**src/logic/cec_pkg.sv**
```systemverilog
// Package for the comparator event control block: offsets, fields, types
package cec_pkg;

    // ------------------------------------------------------------------
    // Register map (byte addresses)
    // ------------------------------------------------------------------
    localparam logic [7:0] OFF_CTRL   = 8'h00;
    localparam logic [7:0] OFF_DIDIS  = 8'h04;
    localparam logic [7:0] OFF_ISTAT  = 8'h08;
    localparam logic [7:0] OFF_IMASK  = 8'h0c;

    // ------------------------------------------------------------------
    // Control/status fields
    // ------------------------------------------------------------------
    localparam int BIT_POWER_OFF  = 7;
    localparam int BIT_BG_SEL     = 6;
    localparam int BIT_RESULT     = 5;
    localparam int BIT_EVT_FLAG   = 4;
    localparam int BIT_IRQ_EN     = 3;
    localparam int BIT_CAP_ROUTE  = 2;
    localparam int BIT_POS_BUFOFF = 0;
    localparam int BIT_NEG_BUFOFF = 1;
    localparam int BIT_IST_EVT    = 0;

    localparam logic [7:0] CTRL_RESET  = 8'h00;
    localparam logic [7:0] DIDIS_RESET = 8'h00;
    localparam logic [1:0] RESP_OKAY   = 2'b00;
    localparam logic [1:0] RESP_SLVERR = 2'b10;

    typedef enum logic [1:0]
    {
        CEC_MODE_TOGGLE  = 2'b00,
        CEC_MODE_RSVD    = 2'b01,
        CEC_MODE_FALLING = 2'b10,
        CEC_MODE_RISING  = 2'b11
    } cec_mode_t;

    typedef struct packed
    {
        logic      power_off;
        logic      bg_sel;
        logic      irq_en;
        logic      cap_route;
        cec_mode_t mode;
    } cec_ctrl_t;

endpackage : cec_pkg

```
**src/logic/cec_top.sv**
```systemverilog
// Comparator event control: AXI4-Lite registers, sync, edge detect, irq
// Operation
// (RULE1) Result high when positive input exceeds negative input, else low.
// (RULE2) Power-off bit 7 switches comparator power off; writable any time.
// (RULE3) Software clears irq enable before changing power-off.
// (RULE4) Bit 6 selects bandgap as positive input, else positive pin.
// (RULE5) Result synchronised into clock domain, readable at bit 5.
// (RULE6) Event flag bit 4 sets on the event the mode selects.
// (RULE7) Interrupt only with flag, enable bit 3 and global enable. The irq output is status AND mask only, without either enable.
// (RULE8) Flag clears on vector acknowledge or software writing one.
// (RULE9) Bit 2 routes result to timer capture front end, else none.
// (RULE10) Software sets timer capture irq enable for capture interrupt.
// (RULE11) Mode bits 1:0: 00 toggle, 01 reserved, 10 fall, 11 rise.
// (RULE12) Software clears irq enable before changing mode field.
// (RULE13) Buffer-off bits turn off pin buffers; pin bit reads zero.
// (RULE14) Software sets buffer-off for analog pins to save power.
// (RULE15) Result bit read-only; edges compare with previous cycle.
`timescale 1ns/1ps
`default_nettype none
module cec_top
(
    // Clock and reset
    input  wire logic        aclk,
    input  wire logic        aresetn,
    // AXI4-Lite slave
    input  wire logic [7:0]  s_axi_awaddr,
    input  wire logic        s_axi_awvalid,
    output logic             s_axi_awready,
    input  wire logic [31:0] s_axi_wdata,
    input  wire logic [3:0]  s_axi_wstrb,
    input  wire logic        s_axi_wvalid,
    output logic             s_axi_wready,
    output logic [1:0]       s_axi_bresp,
    output logic             s_axi_bvalid,
    input  wire logic        s_axi_bready,
    input  wire logic [7:0]  s_axi_araddr,
    input  wire logic        s_axi_arvalid,
    output logic             s_axi_arready,
    output logic [31:0]      s_axi_rdata,
    output logic [1:0]       s_axi_rresp,
    output logic             s_axi_rvalid,
    input  wire logic        s_axi_rready,
    // Analog core
    input  wire logic        positive_input_above,
    input  wire logic        bandgap_above,
    output logic             comparator_power_off,
    output logic             bandgap_reference_select,
    // Pins and CPU
    input  wire logic        positive_pin_raw,
    input  wire logic        negative_pin_raw,
    output logic             positive_pin_in,
    output logic             negative_pin_in,
    output logic             positive_pin_buffer_off,
    output logic             negative_pin_buffer_off,
    input  wire logic        global_irq_enable,
    input  wire logic        irq_vector_ack,
    output logic             comparator_irq,
    output logic             capture_in,
    output logic             irq
);

    // ------------------------------------------------------------------
    // Registers
    // ------------------------------------------------------------------
    cec_pkg::cec_ctrl_t ctrl_r;
    logic [1:0]         didis_r;
    logic               flag_r;
    logic               ist_r;
    logic               imask_r;
    logic               sync1_r;
    logic               sync2_r;
    logic               prev_r;
    logic               event_hit;
    logic               raw_cmp;
    logic               wr_fire;
    logic               rd_fire;
    logic               wr_ctrl;
    logic               rd_istat;
    logic [7:0]         wbyte;
    logic               aw_have_r;
    logic               w_have_r;
    logic [7:0]         awaddr_r;
    logic [7:0]         wdata_r;
    logic               wstrb0_r;

    function automatic logic mapped(input logic [7:0] a);
        mapped = (a == cec_pkg::OFF_CTRL) || (a == cec_pkg::OFF_DIDIS) ||
                 (a == cec_pkg::OFF_ISTAT) || (a == cec_pkg::OFF_IMASK);
    endfunction : mapped

    // ------------------------------------------------------------------
    // Analog selection and synchroniser
    // ------------------------------------------------------------------
    // The analog core reports each input against the negative pin
    always_comb
    begin
        raw_cmp = ctrl_r.bg_sel ? bandgap_above : positive_input_above; // RULE4
        if (ctrl_r.power_off)
            raw_cmp = 1'b0;
    end

    assign comparator_power_off     = ctrl_r.power_off;         // RULE2
    assign bandgap_reference_select = ctrl_r.bg_sel;            // RULE4

    always_ff @(posedge aclk)
    begin
        if (!aresetn)
        begin
            sync1_r <= 1'b0;
            sync2_r <= 1'b0;
            prev_r  <= 1'b0;
        end
        else
        begin
            sync1_r <= raw_cmp;                                  // RULE1
            sync2_r <= sync1_r;                                  // RULE5
            prev_r  <= sync2_r;                                  // RULE15
        end
    end

    // ------------------------------------------------------------------
    // Event detection and flag
    // ------------------------------------------------------------------
    always_comb
    begin
        case (ctrl_r.mode)                                       // RULE11
            cec_pkg::CEC_MODE_TOGGLE:  event_hit = sync2_r ^ prev_r;
            cec_pkg::CEC_MODE_FALLING: event_hit = prev_r & ~sync2_r;
            cec_pkg::CEC_MODE_RISING:  event_hit = sync2_r & ~prev_r;
            default:                   event_hit = 1'b0;
        endcase
    end

    // Set beats clear so an edge during acknowledge is kept
    always_ff @(posedge aclk)
    begin
        if (!aresetn)
            flag_r <= 1'b0;
        else if (event_hit)
            flag_r <= 1'b1;                                      // RULE6
        else if (irq_vector_ack ||
                 (wr_ctrl && wbyte[cec_pkg::BIT_EVT_FLAG]))
            flag_r <= 1'b0;                                      // RULE8
    end

    assign comparator_irq = flag_r & ctrl_r.irq_en & global_irq_enable; // RULE7
    assign capture_in     = ctrl_r.cap_route & sync2_r;          // RULE9

    // Digital input buffers
    assign positive_pin_buffer_off = didis_r[cec_pkg::BIT_POS_BUFOFF];
    assign negative_pin_buffer_off = didis_r[cec_pkg::BIT_NEG_BUFOFF];
    assign positive_pin_in = positive_pin_raw & ~positive_pin_buffer_off; // RULE13
    assign negative_pin_in = negative_pin_raw & ~negative_pin_buffer_off; // RULE13

    // ------------------------------------------------------------------
    // Sticky status (cleared on read) and mask
    // ------------------------------------------------------------------
    always_ff @(posedge aclk)
    begin
        if (!aresetn)
            ist_r <= 1'b0;
        else if (event_hit)
            ist_r <= 1'b1;
        else if (rd_istat)
            ist_r <= 1'b0;
    end

    assign irq = ist_r & imask_r;

    // ------------------------------------------------------------------
    // AXI4-Lite write path
    // ------------------------------------------------------------------
    assign s_axi_awready = !aw_have_r && !s_axi_bvalid;
    assign s_axi_wready  = !w_have_r && !s_axi_bvalid;
    assign wr_fire       = aw_have_r && w_have_r && !s_axi_bvalid;
    assign wbyte         = wdata_r;
    assign wr_ctrl       = wr_fire && wstrb0_r &&
                           (awaddr_r == cec_pkg::OFF_CTRL);

    always_ff @(posedge aclk)
    begin
        if (!aresetn)
        begin
            aw_have_r <= 1'b0;
            w_have_r  <= 1'b0;
            awaddr_r  <= 8'h00;
            wdata_r   <= 8'h00;
            wstrb0_r  <= 1'b0;
        end
        else
        begin
            if (s_axi_awvalid && s_axi_awready)
            begin
                aw_have_r <= 1'b1;
                awaddr_r  <= {s_axi_awaddr[7:2], 2'b00};
            end
            else if (wr_fire)
                aw_have_r <= 1'b0;
            if (s_axi_wvalid && s_axi_wready)
            begin
                w_have_r <= 1'b1;
                wdata_r  <= s_axi_wdata[7:0];
                wstrb0_r <= s_axi_wstrb[0];
            end
            else if (wr_fire)
                w_have_r <= 1'b0;
        end
    end

    always_ff @(posedge aclk)
    begin
        if (!aresetn)
        begin
            s_axi_bvalid <= 1'b0;
            s_axi_bresp  <= cec_pkg::RESP_OKAY;
        end
        else if (wr_fire)
        begin
            s_axi_bvalid <= 1'b1;
            s_axi_bresp  <= mapped(awaddr_r) ? cec_pkg::RESP_OKAY
                                             : cec_pkg::RESP_SLVERR;
        end
        else if (s_axi_bready)
            s_axi_bvalid <= 1'b0;
    end

    // Control registers; result and flag bits are not stored here
    always_ff @(posedge aclk)
    begin
        if (!aresetn)
        begin
            ctrl_r  <= cec_pkg::cec_ctrl_t'(6'h00);
            didis_r <= 2'b00;
            imask_r <= 1'b0;
        end
        else if (wr_fire && wstrb0_r)
        begin
            case (awaddr_r)
                cec_pkg::OFF_CTRL:
                begin
                    ctrl_r.power_off <= wbyte[cec_pkg::BIT_POWER_OFF]; // RULE2
                    ctrl_r.bg_sel    <= wbyte[cec_pkg::BIT_BG_SEL];
                    ctrl_r.irq_en    <= wbyte[cec_pkg::BIT_IRQ_EN];    // RULE7
                    ctrl_r.cap_route <= wbyte[cec_pkg::BIT_CAP_ROUTE]; // RULE9
                    ctrl_r.mode      <= cec_pkg::cec_mode_t'(wbyte[1:0]);
                end
                cec_pkg::OFF_DIDIS: didis_r <= wbyte[1:0];             // RULE13
                cec_pkg::OFF_IMASK: imask_r <= wbyte[cec_pkg::BIT_IST_EVT];
                default: ;
            endcase
        end
    end

    // ------------------------------------------------------------------
    // AXI4-Lite read path
    // ------------------------------------------------------------------
    assign s_axi_arready = !s_axi_rvalid;
    assign rd_fire       = s_axi_arvalid && s_axi_arready;
    assign rd_istat      = rd_fire &&
                           ({s_axi_araddr[7:2], 2'b00} == cec_pkg::OFF_ISTAT);

    always_ff @(posedge aclk)
    begin
        if (!aresetn)
        begin
            s_axi_rvalid <= 1'b0;
            s_axi_rdata  <= 32'h0000_0000;
            s_axi_rresp  <= cec_pkg::RESP_OKAY;
        end
        else if (rd_fire)
        begin
            s_axi_rvalid <= 1'b1;
            s_axi_rresp  <= cec_pkg::RESP_OKAY;
            case ({s_axi_araddr[7:2], 2'b00})
                cec_pkg::OFF_CTRL:
                    s_axi_rdata <= {24'h00_0000, ctrl_r.power_off,
                                    ctrl_r.bg_sel, sync2_r, flag_r,
                                    ctrl_r.irq_en, ctrl_r.cap_route,
                                    ctrl_r.mode};                // RULE15
                cec_pkg::OFF_DIDIS: s_axi_rdata <= {30'h0, didis_r};
                cec_pkg::OFF_ISTAT: s_axi_rdata <= {31'h0, ist_r};
                cec_pkg::OFF_IMASK: s_axi_rdata <= {31'h0, imask_r};
                default:
                begin
                    s_axi_rdata <= 32'h0000_0000;
                    s_axi_rresp <= cec_pkg::RESP_SLVERR;
                end
            endcase
        end
        else if (s_axi_rready)
            s_axi_rvalid <= 1'b0;
    end

    // ------------------------------------------------------------------
    // Assertions
    // ------------------------------------------------------------------
    a_sync_latency: assert property ( // RULE5
        @(posedge aclk) disable iff (!aresetn)
        $past(aresetn, 2) |-> sync2_r == $past(raw_cmp, 2))
        else $error("result not two cycles behind comparator");
    a_rise_sets_flag: assert property ( // RULE6
        @(posedge aclk) disable iff (!aresetn)
        (ctrl_r.mode == cec_pkg::CEC_MODE_RISING && sync2_r && !prev_r)
        |=> flag_r)
        else $error("rising edge did not set flag");
    a_reserved_quiet: assert property ( // RULE11
        @(posedge aclk) disable iff (!aresetn)
        ctrl_r.mode == cec_pkg::CEC_MODE_RSVD |-> !event_hit)
        else $error("reserved mode produced event");
    a_fall_only: assert property ( // RULE11
        @(posedge aclk) disable iff (!aresetn)
        (ctrl_r.mode == cec_pkg::CEC_MODE_FALLING && event_hit)
        |-> (prev_r && !sync2_r))
        else $error("falling mode event without falling edge");
    a_ack_clears: assert property ( // RULE8
        @(posedge aclk) disable iff (!aresetn)
        (irq_vector_ack && !event_hit) |=> !flag_r)
        else $error("acknowledge did not clear flag");
    a_irq_gate: assert property ( // RULE7
        @(posedge aclk) disable iff (!aresetn)
        comparator_irq |-> (flag_r && ctrl_r.irq_en && global_irq_enable))
        else $error("interrupt without all enables");
    a_route_off: assert property ( // RULE9
        @(posedge aclk) disable iff (!aresetn)
        !ctrl_r.cap_route |-> !capture_in)
        else $error("capture driven while route off");
    a_pin_zero: assert property ( // RULE13
        @(posedge aclk) disable iff (!aresetn)
        didis_r[cec_pkg::BIT_POS_BUFOFF] |-> !positive_pin_in)
        else $error("disabled pin reads one");
    a_power_off: assert property ( // RULE2
        @(posedge aclk) disable iff (!aresetn)
        ctrl_r.power_off [*3] |-> !sync2_r)
        else $error("result high while powered off");
    a_bg_used: assert property ( // RULE4
        @(posedge aclk) disable iff (!aresetn)
        (ctrl_r.bg_sel && !ctrl_r.power_off) |-> raw_cmp == bandgap_above)
        else $error("bandgap not selected");
    a_edge_ref: assert property ( // RULE15
        @(posedge aclk) disable iff (!aresetn)
        $past(aresetn) |-> prev_r == $past(sync2_r))
        else $error("edge reference not one cycle old");
    a_result_ro: assert property ( // RULE1
        @(posedge aclk) disable iff (!aresetn)
        $past(aresetn, 3) |-> sync2_r == $past(sync1_r))
        else $error("result altered outside synchroniser");

    c_toggle: cover property (@(posedge aclk) disable iff (!aresetn)
        ctrl_r.mode == cec_pkg::CEC_MODE_TOGGLE && event_hit);
    c_irq: cover property (@(posedge aclk) disable iff (!aresetn)
        comparator_irq ##1 irq_vector_ack);
    c_capture: cover property (@(posedge aclk) disable iff (!aresetn)
        $rose(capture_in));
    c_wr_clear: cover property (@(posedge aclk) disable iff (!aresetn)
        flag_r && wr_ctrl && wbyte[cec_pkg::BIT_EVT_FLAG]);

endmodule : cec_top
`default_nettype wire

```
**config.mk**
```make
export PLATFORM = sky130hd
export DESIGN_NAME = cec_top
export DESIGN_NICKNAME = d
export VERILOG_FILES = /design/src/logic/cec_pkg.sv /design/src/logic/cec_top.sv
export SDC_FILE = /design/constraint.sdc
export NUM_CORES = 1
export LEC_CHECK = 0
export BUFFER_PORTS_ARGS = -buffer_cell sky130_fd_sc_hd__buf_2
export CORE_MARGIN = 2
export CORE_UTILIZATION = 44
export CTS_CLUSTER_DIAMETER = 100
export CTS_CLUSTER_SIZE = 20
export DETAILED_ROUTE_END_ITERATION = 12
export GPL_ROUTABILITY_DRIVEN = 1
export PLACE_DENSITY = 0.88
export REMOVE_ABC_BUFFERS = 1
export SLEW_MARGIN = 20
export SYNTH_ARGS = -nofsm -noshare
export SYNTH_HDL_FRONTEND = slang
export SYNTH_SLANG_ARGS = --single-unit
export TNS_END_PERCENT = 1
```
**constraint.sdc**
```tcl
create_clock -name aclk -period 1.97 [get_ports aclk]
set_input_delay 0.197 -clock aclk [delete_from_list [all_inputs] [get_ports aclk]]
set_output_delay 0.197 -clock aclk [all_outputs]
set_load 0.03 [all_outputs]
```
==> results of run 1 <==
[logic make-up after synthesis]
kind of cell               synth area share [%]
AOI/OAI and AO/OA                          6.74
adders and majority gates                  1.25
buffers and inverters                      13.0
DFF                                        41.9
muxes                                      14.2
other                                     0.187
and+or+nand+nor                            22.7
[cell type report]
class | instances | area (µm²) | share of cell area (%)
clock buffers | 7 | 86.3 | 3.69
clock inverters | 1 | 5.00 | 0.214
inverters | 4 | 15.0 | 0.641
multi-input cells | 153 | 1000 | 42.9
flip-flops and latches | 42 | 841 | 35.9
well taps | 52 | 65.1 | 2.78
repair buffers | 62 | 325 | 13.9
[path summary, 6_finish.rpt]
check                                  end            from
worst min register to register     sync2_r         sync1_r
worst max register to register  didis_r[1]     awaddr_r[4]
worst min-delay path                flag_r  irq_vector_ack
worst max-delay path            didis_r[1]     awaddr_r[4]
[cell usage after synthesis, types with 3 or more instances]
cell and number:
and2_1 4, mux2i_1 24, nor2b_1 20, inv_1 4
a21oi_1 3, buf_4 26, nand4_1 7, clkbuf_1 8
nor2_1 3, nand2b_1 5, nor3b_1 3, nand2_1 26
dfxtp_1 42, a21boi_0 8
[sequential cells by signal (all words and copies together) (netlist names), 2 cells and up]
register	count
didis_r	2
awaddr_r	6
s_axi_rdata	8
wbyte	7
ctrl_r	4
[stage by stage]
stage,instances,power [W],hold WS [ns],util (%)
2_1_floorplan,199,0.00112,0.301,-
3_3_place_gp,313,0.00121,0.387,51.3
3_5_place_dp,313,0.00122,0.388,51.3
4_1_cts,321,0.00177,0.0747,53.4
5_1_grt,321,0.00183,0.0852,53.4
6_report,321,0.00176,0.0763,53.4
[where the power goes]
group | internal (W) | switching, W | total [W]
clock network | 0.000282 | 0.000277 | 0.000560
registers | 0.000884 | 0.0000277 | 0.000911
logic | 0.000103 | 0.000182 | 0.000285
[critical path: cells and delay by family, from the launching register on]
kind | cells | cell delay [ns]
buf+inv | 1 | 0.18
flops | 1 | 0.31
mux | 1 | 0.22
simple gates | 2 | 0.94
[metal layers]
| layer | vias to the layer above | routed length, µm | track usage [%] | part of all wire (%) |
|---|---|---|---|---|
| li1 | 780 | - | - | - |
| met1 | 705 | 1620 | 17.7 | 44 |
| met2 | 48 | 1790 | 23.5 | 48 |
| met3 | 5 | 229 | 3.80 | 6.2 |
| met4 | 0 | 76 | 8.18 | 2.0 |
| met5 | - | 0 | 0 | 0 |
==> results_dict.tcl, run 1 <==
set metrics [dict create \
    critical_path_arrival_ns 1.94 \
    final_cycle_utilization_of_the_critical_path_pct 86.8 \
    finalInstanceArea_mm2 0.00234 \
    insertedDiodeCount 0 \
    drive_above_1_share_pct 28.3 \
    post-synth-top-area-fraction_pct 41.9 \
    final.setup.worst_slack_ns 0.259 \
    status "finished clean" \
    cts-resized-gates 0 \
    num-nets-final 335 \
    pin_count 115 \
    async_reset_ff_share_pct 0 \
    timing.hold.worst_path_depth 2 \
    gp_congestion 0.783 \
    rr_worst_depth 4 \
    synthDistinctLibCells 38 \
    hold_class "in2reg" \
    first_global_vias 1334 \
    setup.worst_path.end_class "flip-flop" \
    power.leakage_nw 1.09 \
    clock_latency_ns 0.29 \
    slew_viol_final 0 \
    layout_common_cells "buf_2, dfxtp_1, nand2_1, conb_1, mux2i_1" \
    cp_cell_sequence "or4_1 -> buf_4 -> nor4b_2 -> mux2i_1" \
    synth-warning-count 0 \
    detailed_place.area_mm2 0.00225 \
    antenna_violations_before_repair 0 \
    postCtsHoldBufs 0 \
    syn_to_final_growth_pct 16.7 \
    critical_path_class "reg2reg" \
    root_buffer "clkbuf_8" \
    clk_pin_slew_worst_paths_ns 0.08 \
    dp.final_hpwl_um 2810 \
    worst_path_largest_cell_delay_ns 0.55 \
    pwr_density_cell_mw_per_mm2 750 \
    timing.critical_path.fanout_max 5 \
    synth_enable_flop_cells 0 \
    synth_sequential_area_ratio_pct 41.9 \
    layout_commonest_cell "buf_2" \
    synthTopCellsByArea "dfxtp_1, mux2i_1, buf_4, nor2b_1, nand2_1" \
    fin_tns_setup_ns 0 \
    max_frequency_mhz 585 \
    filler_cell_count 401 \
    max_cap_violations 0 \
    grt_setup_unrepaired "false" \
    largest_net_degree_at_the_start_of_global_routing 31 \
    grt_pass1_wl_um 5870 \
    vertical_extent_of_the_die_um 71.5 \
    tritoncts "built" \
    fp.dieArea_mm2 0.00511 \
    syn_inst 211 \
    drt_pre_antenna_iters 4 \
    postSynthRegisterBits 42 \
    post_synthesis_cell_area_mm2 0.00201 \
    cts_inserted_buffers 5 \
    worst_ep_required_time_ns 2.20 \
    route.final.wire_length_um 3710 \
    worst_ir_drop_vdd_v 0.000450 \
    route.vias.total 1538 \
    dominantRegCellSynth "dfxtp_1" \
    library_cell_occupying_the_most_area_in_the_post_synthesis_netlist "dfxtp_1" \
    cp_slowest_cell "or4_1" \
    postCtsSetupRepairBufs 0 \
    grt_overflow_total 0 \
    timing.clock.skew_ns 0.00482 \
    cts-root-to-sink-buffers 2 \
    detail-route-antenna-nets 0 \
    post-route-drc-count 0 \
    grtUsageTotal_pct 14.6 \
    detailedPlace.worstSlack_ns 0.269 \
    cts.sinks 42 \
    drt-vias-per-instance 4.79 \
    num_rows 24 \
    initial_utilization_pct 45.7 \
    finalSetupViolations 0 \
    floorplan.die.width_um 71.5 \
    htreeDepth 2 \
    io_buf_count 56 \
    avgSynthCellArea_um2 9.51 \
    initialDrtViolationCount 48 \
    crit_path_start_kind "flip-flop" \
    rrSetupSlack_ns 0.26 \
    timing_hold_violations_final 0 \
    wl_per_cell_um 11.6 \
    core-area_mm2 0.00438 \
    post-route-min-period_ns 1.71 \
]
Note: power is estimated with default switching activity, not from simulation.
==> run 2: changes to the inputs <==
- ABC_AREA: default -> 1
- CORE_UTILIZATION: 44 -> 43
==> run 2 against run 1 <==
Effect of this change:
- non-clock buffer count down 5
- first-iteration DRC count increased by 77%
- final cell count increased by 16%
- sequential power rose by 0.5%
- register-to-register slack gained 0.37 ns
- global-route usage grew 1.6 points
- routed wire length up 1.8%
- combinational power about the same
- synthesized area decreased by 4.2%
- sequential cell count is the same
- maximum frequency grew 18%
- die area is 1.8% lower
==> results_dict.tcl, run 2 <==
set metrics [dict create \
    synth-warning-count 0 \
    max_frequency_mhz 688 \
    syn_to_final_growth_pct 16.7 \
    postCtsSetupRepairBufs 0 \
    postSynthRegisterBits 42 \
    cts-root-to-sink-buffers 2 \
    crit_path_start_kind "flip-flop" \
    post-route-min-period_ns 1.45 \
    pwr_density_cell_mw_per_mm2 791 \
    htreeDepth 2 \
    initialDrtViolationCount 85 \
    synth_enable_flop_cells 0 \
    insertedDiodeCount 0 \
    detailed_place.area_mm2 0.00215 \
    cts-resized-gates 0 \
    grtUsageTotal_pct 16.2 \
    initial_utilization_pct 44.4 \
    drive_above_1_share_pct 22.1 \
    dp.final_hpwl_um 2930 \
    slew_viol_final 0 \
    yosysMostFrequentCell "nand2_1" \
    clock_latency_ns 0.30 \
    gp_congestion 0.800 \
    critical_path_class "reg2out" \
    avgSynthCellArea_um2 7.31 \
    largest_register "s_axi_rdata" \
    finalInstanceArea_mm2 0.00224 \
    wl_per_cell_um 10.1 \
    worst_ir_drop_vdd_v 0.000495 \
    largest_register_ffs 8 \
    timing.clock.skew_ns 0.0102 \
    layout_common_cells "buf_2, nand2_1, dfxtp_1" \
    drt_pre_antenna_iters 4 \
    fp.dieArea_mm2 0.00502 \
    syn_inst 263 \
    postCtsHoldBufs 0 \
    critical_path_arrival_ns 1.26 \
    fin_tns_setup_ns 0 \
    drt-vias-per-instance 4.58 \
    cts.sinks 42 \
    first_global_vias 1554 \
    hold_class "in2reg" \
    detailedPlace.worstSlack_ns 0.615 \
    root_buffer "clkbuf_8" \
    worst_ep_required_time_ns 1.77 \
    synthTopCellsByArea "dfxtp_1, buf_4, nand2_1, a21oi_1, nor2_1" \
    finalSetupViolations 0 \
    final_cycle_utilization_of_the_critical_path_pct 73.8 \
    max_cap_violations 0 \
    detail-route-antenna-nets 0 \
    grt_setup_unrepaired "false" \
    max_slew_margin_pct 59.9 \
    io_buf_count 56 \
    floorplan.die.width_um 70.9 \
    cts_inserted_buffers 5 \
    final.setup.worst_slack_ns 0.516 \
    num_rows 24 \
    num-nets-final 387 \
    core-area_mm2 0.00432 \
    status "finished clean" \
    route.vias.total 1709 \
    grt_pass1_wl_um 6560 \
    vertical_extent_of_the_die_um 70.9 \
    post_synthesis_cell_area_mm2 0.00192 \
    grt_overflow_total 0 \
    holdWs_ns 0.146 \
    synthDistinctLibCells 23 \
    timing_hold_violations_final 0 \
    synth_sequential_area_ratio_pct 43.8 \
    totalPowerFinal_w 0.00178 \
    largest_net_degree_at_the_start_of_global_routing 23 \
    synth_common_cells "nand2_1, dfxtp_1, nor2_1, a21oi_1" \
    dominantRegCellSynth "dfxtp_1" \
    library_cell_occupying_the_most_area_in_the_post_synthesis_netlist "dfxtp_1" \
    post-synth-top-area-fraction_pct 43.8 \
    post-route-drc-count 0 \
    pin_count 115 \
    timing_worst_slew_pin_value_ns 0.601 \
    power.leakage_nw 1.07 \
    async_reset_ff_share_pct 0 \
    antenna_violations_before_repair 0 \
    layout_commonest_cell "buf_2" \
    clk_pin_slew_worst_paths_ns 0.08 \
    setup.worst_path.end_class "output pin" \
    route.final.wire_length_um 3780 \
    timing.critical_path.fanout_max 7 \
    tritoncts "built" \
    filler_cell_count 451 \
]
[run 2: report_power, final]
group	total [W]	internal [W]	switching, W
clock	0.000574	0.000282	0.000293
sequential	0.000916	0.000891	0.0000253
combinational	0.000285	0.0000763	0.000209
[run 2: area by class of cell]
cell class / instances / area, µm² / share of cell area, %
multi-input cells: 188 / 857 / 38.2
flip-flops and latches: 42 / 841 / 37.5
repair buffers: 57 / 288 / 12.8
inverters: 26 / 97.6 / 4.35
clock buffers: 6 / 82.6 / 3.68
well taps: 52 / 65.1 / 2.90
clock inverters: 2 / 12.5 / 0.558
[run 2: path summary, 6_finish.rpt]
path                                       from             to  slack [ns]  cells after the start
worst min-delay path            s_axi_awaddr[6]    awaddr_r[6]        0.15                      3
worst max-delay path               s_axi_bvalid  s_axi_awready        0.52                      2
worst min register to register          sync1_r        sync2_r        0.44                      2
worst max register to register     s_axi_bvalid         flag_r        0.63                      6
[run 2: through the flow]
stage / instances / util [%]
global route: 373 / 51.9
finish: 373 / 51.9
CTS: 373 / 51.9
detailed placement: 365 / 49.7
floorplan: 256 / -
global placement: 365 / 49.7
[run 2: cells by family (layout without fill, tap and decap cells)]
logic type / Yosys count / in the layout / share of synthesized area (%)
flops: 42 / 42 / 43.8
fa+ha+maj: 2 / 2 / 1.30
buf+inv: 58 / 91 / 16.5
other cells: 1 / 26 / 0.195
simple gates: 110 / 110 / 24.9
compound gates: 50 / 50 / 13.3
[run 2: critical path: stages, from the launching register on]
cell     delay (ns)
dfxtp_1        0.35
nor2_1         0.35
buf_2          0.28
[run 2: per-layer routing]
| layer | up-vias | wire [µm] | global-route usage [%] |
|---|---|---|---|
| met5 | - | 0 | 0 |
| met4 | 0 | 66 | 5.87 |
| met3 | 8 | 250 | 4.99 |
| met2 | 55 | 1750 | 26.7 |
| met1 | 748 | 1710 | 20.1 |
| li1 | 898 | - | - |
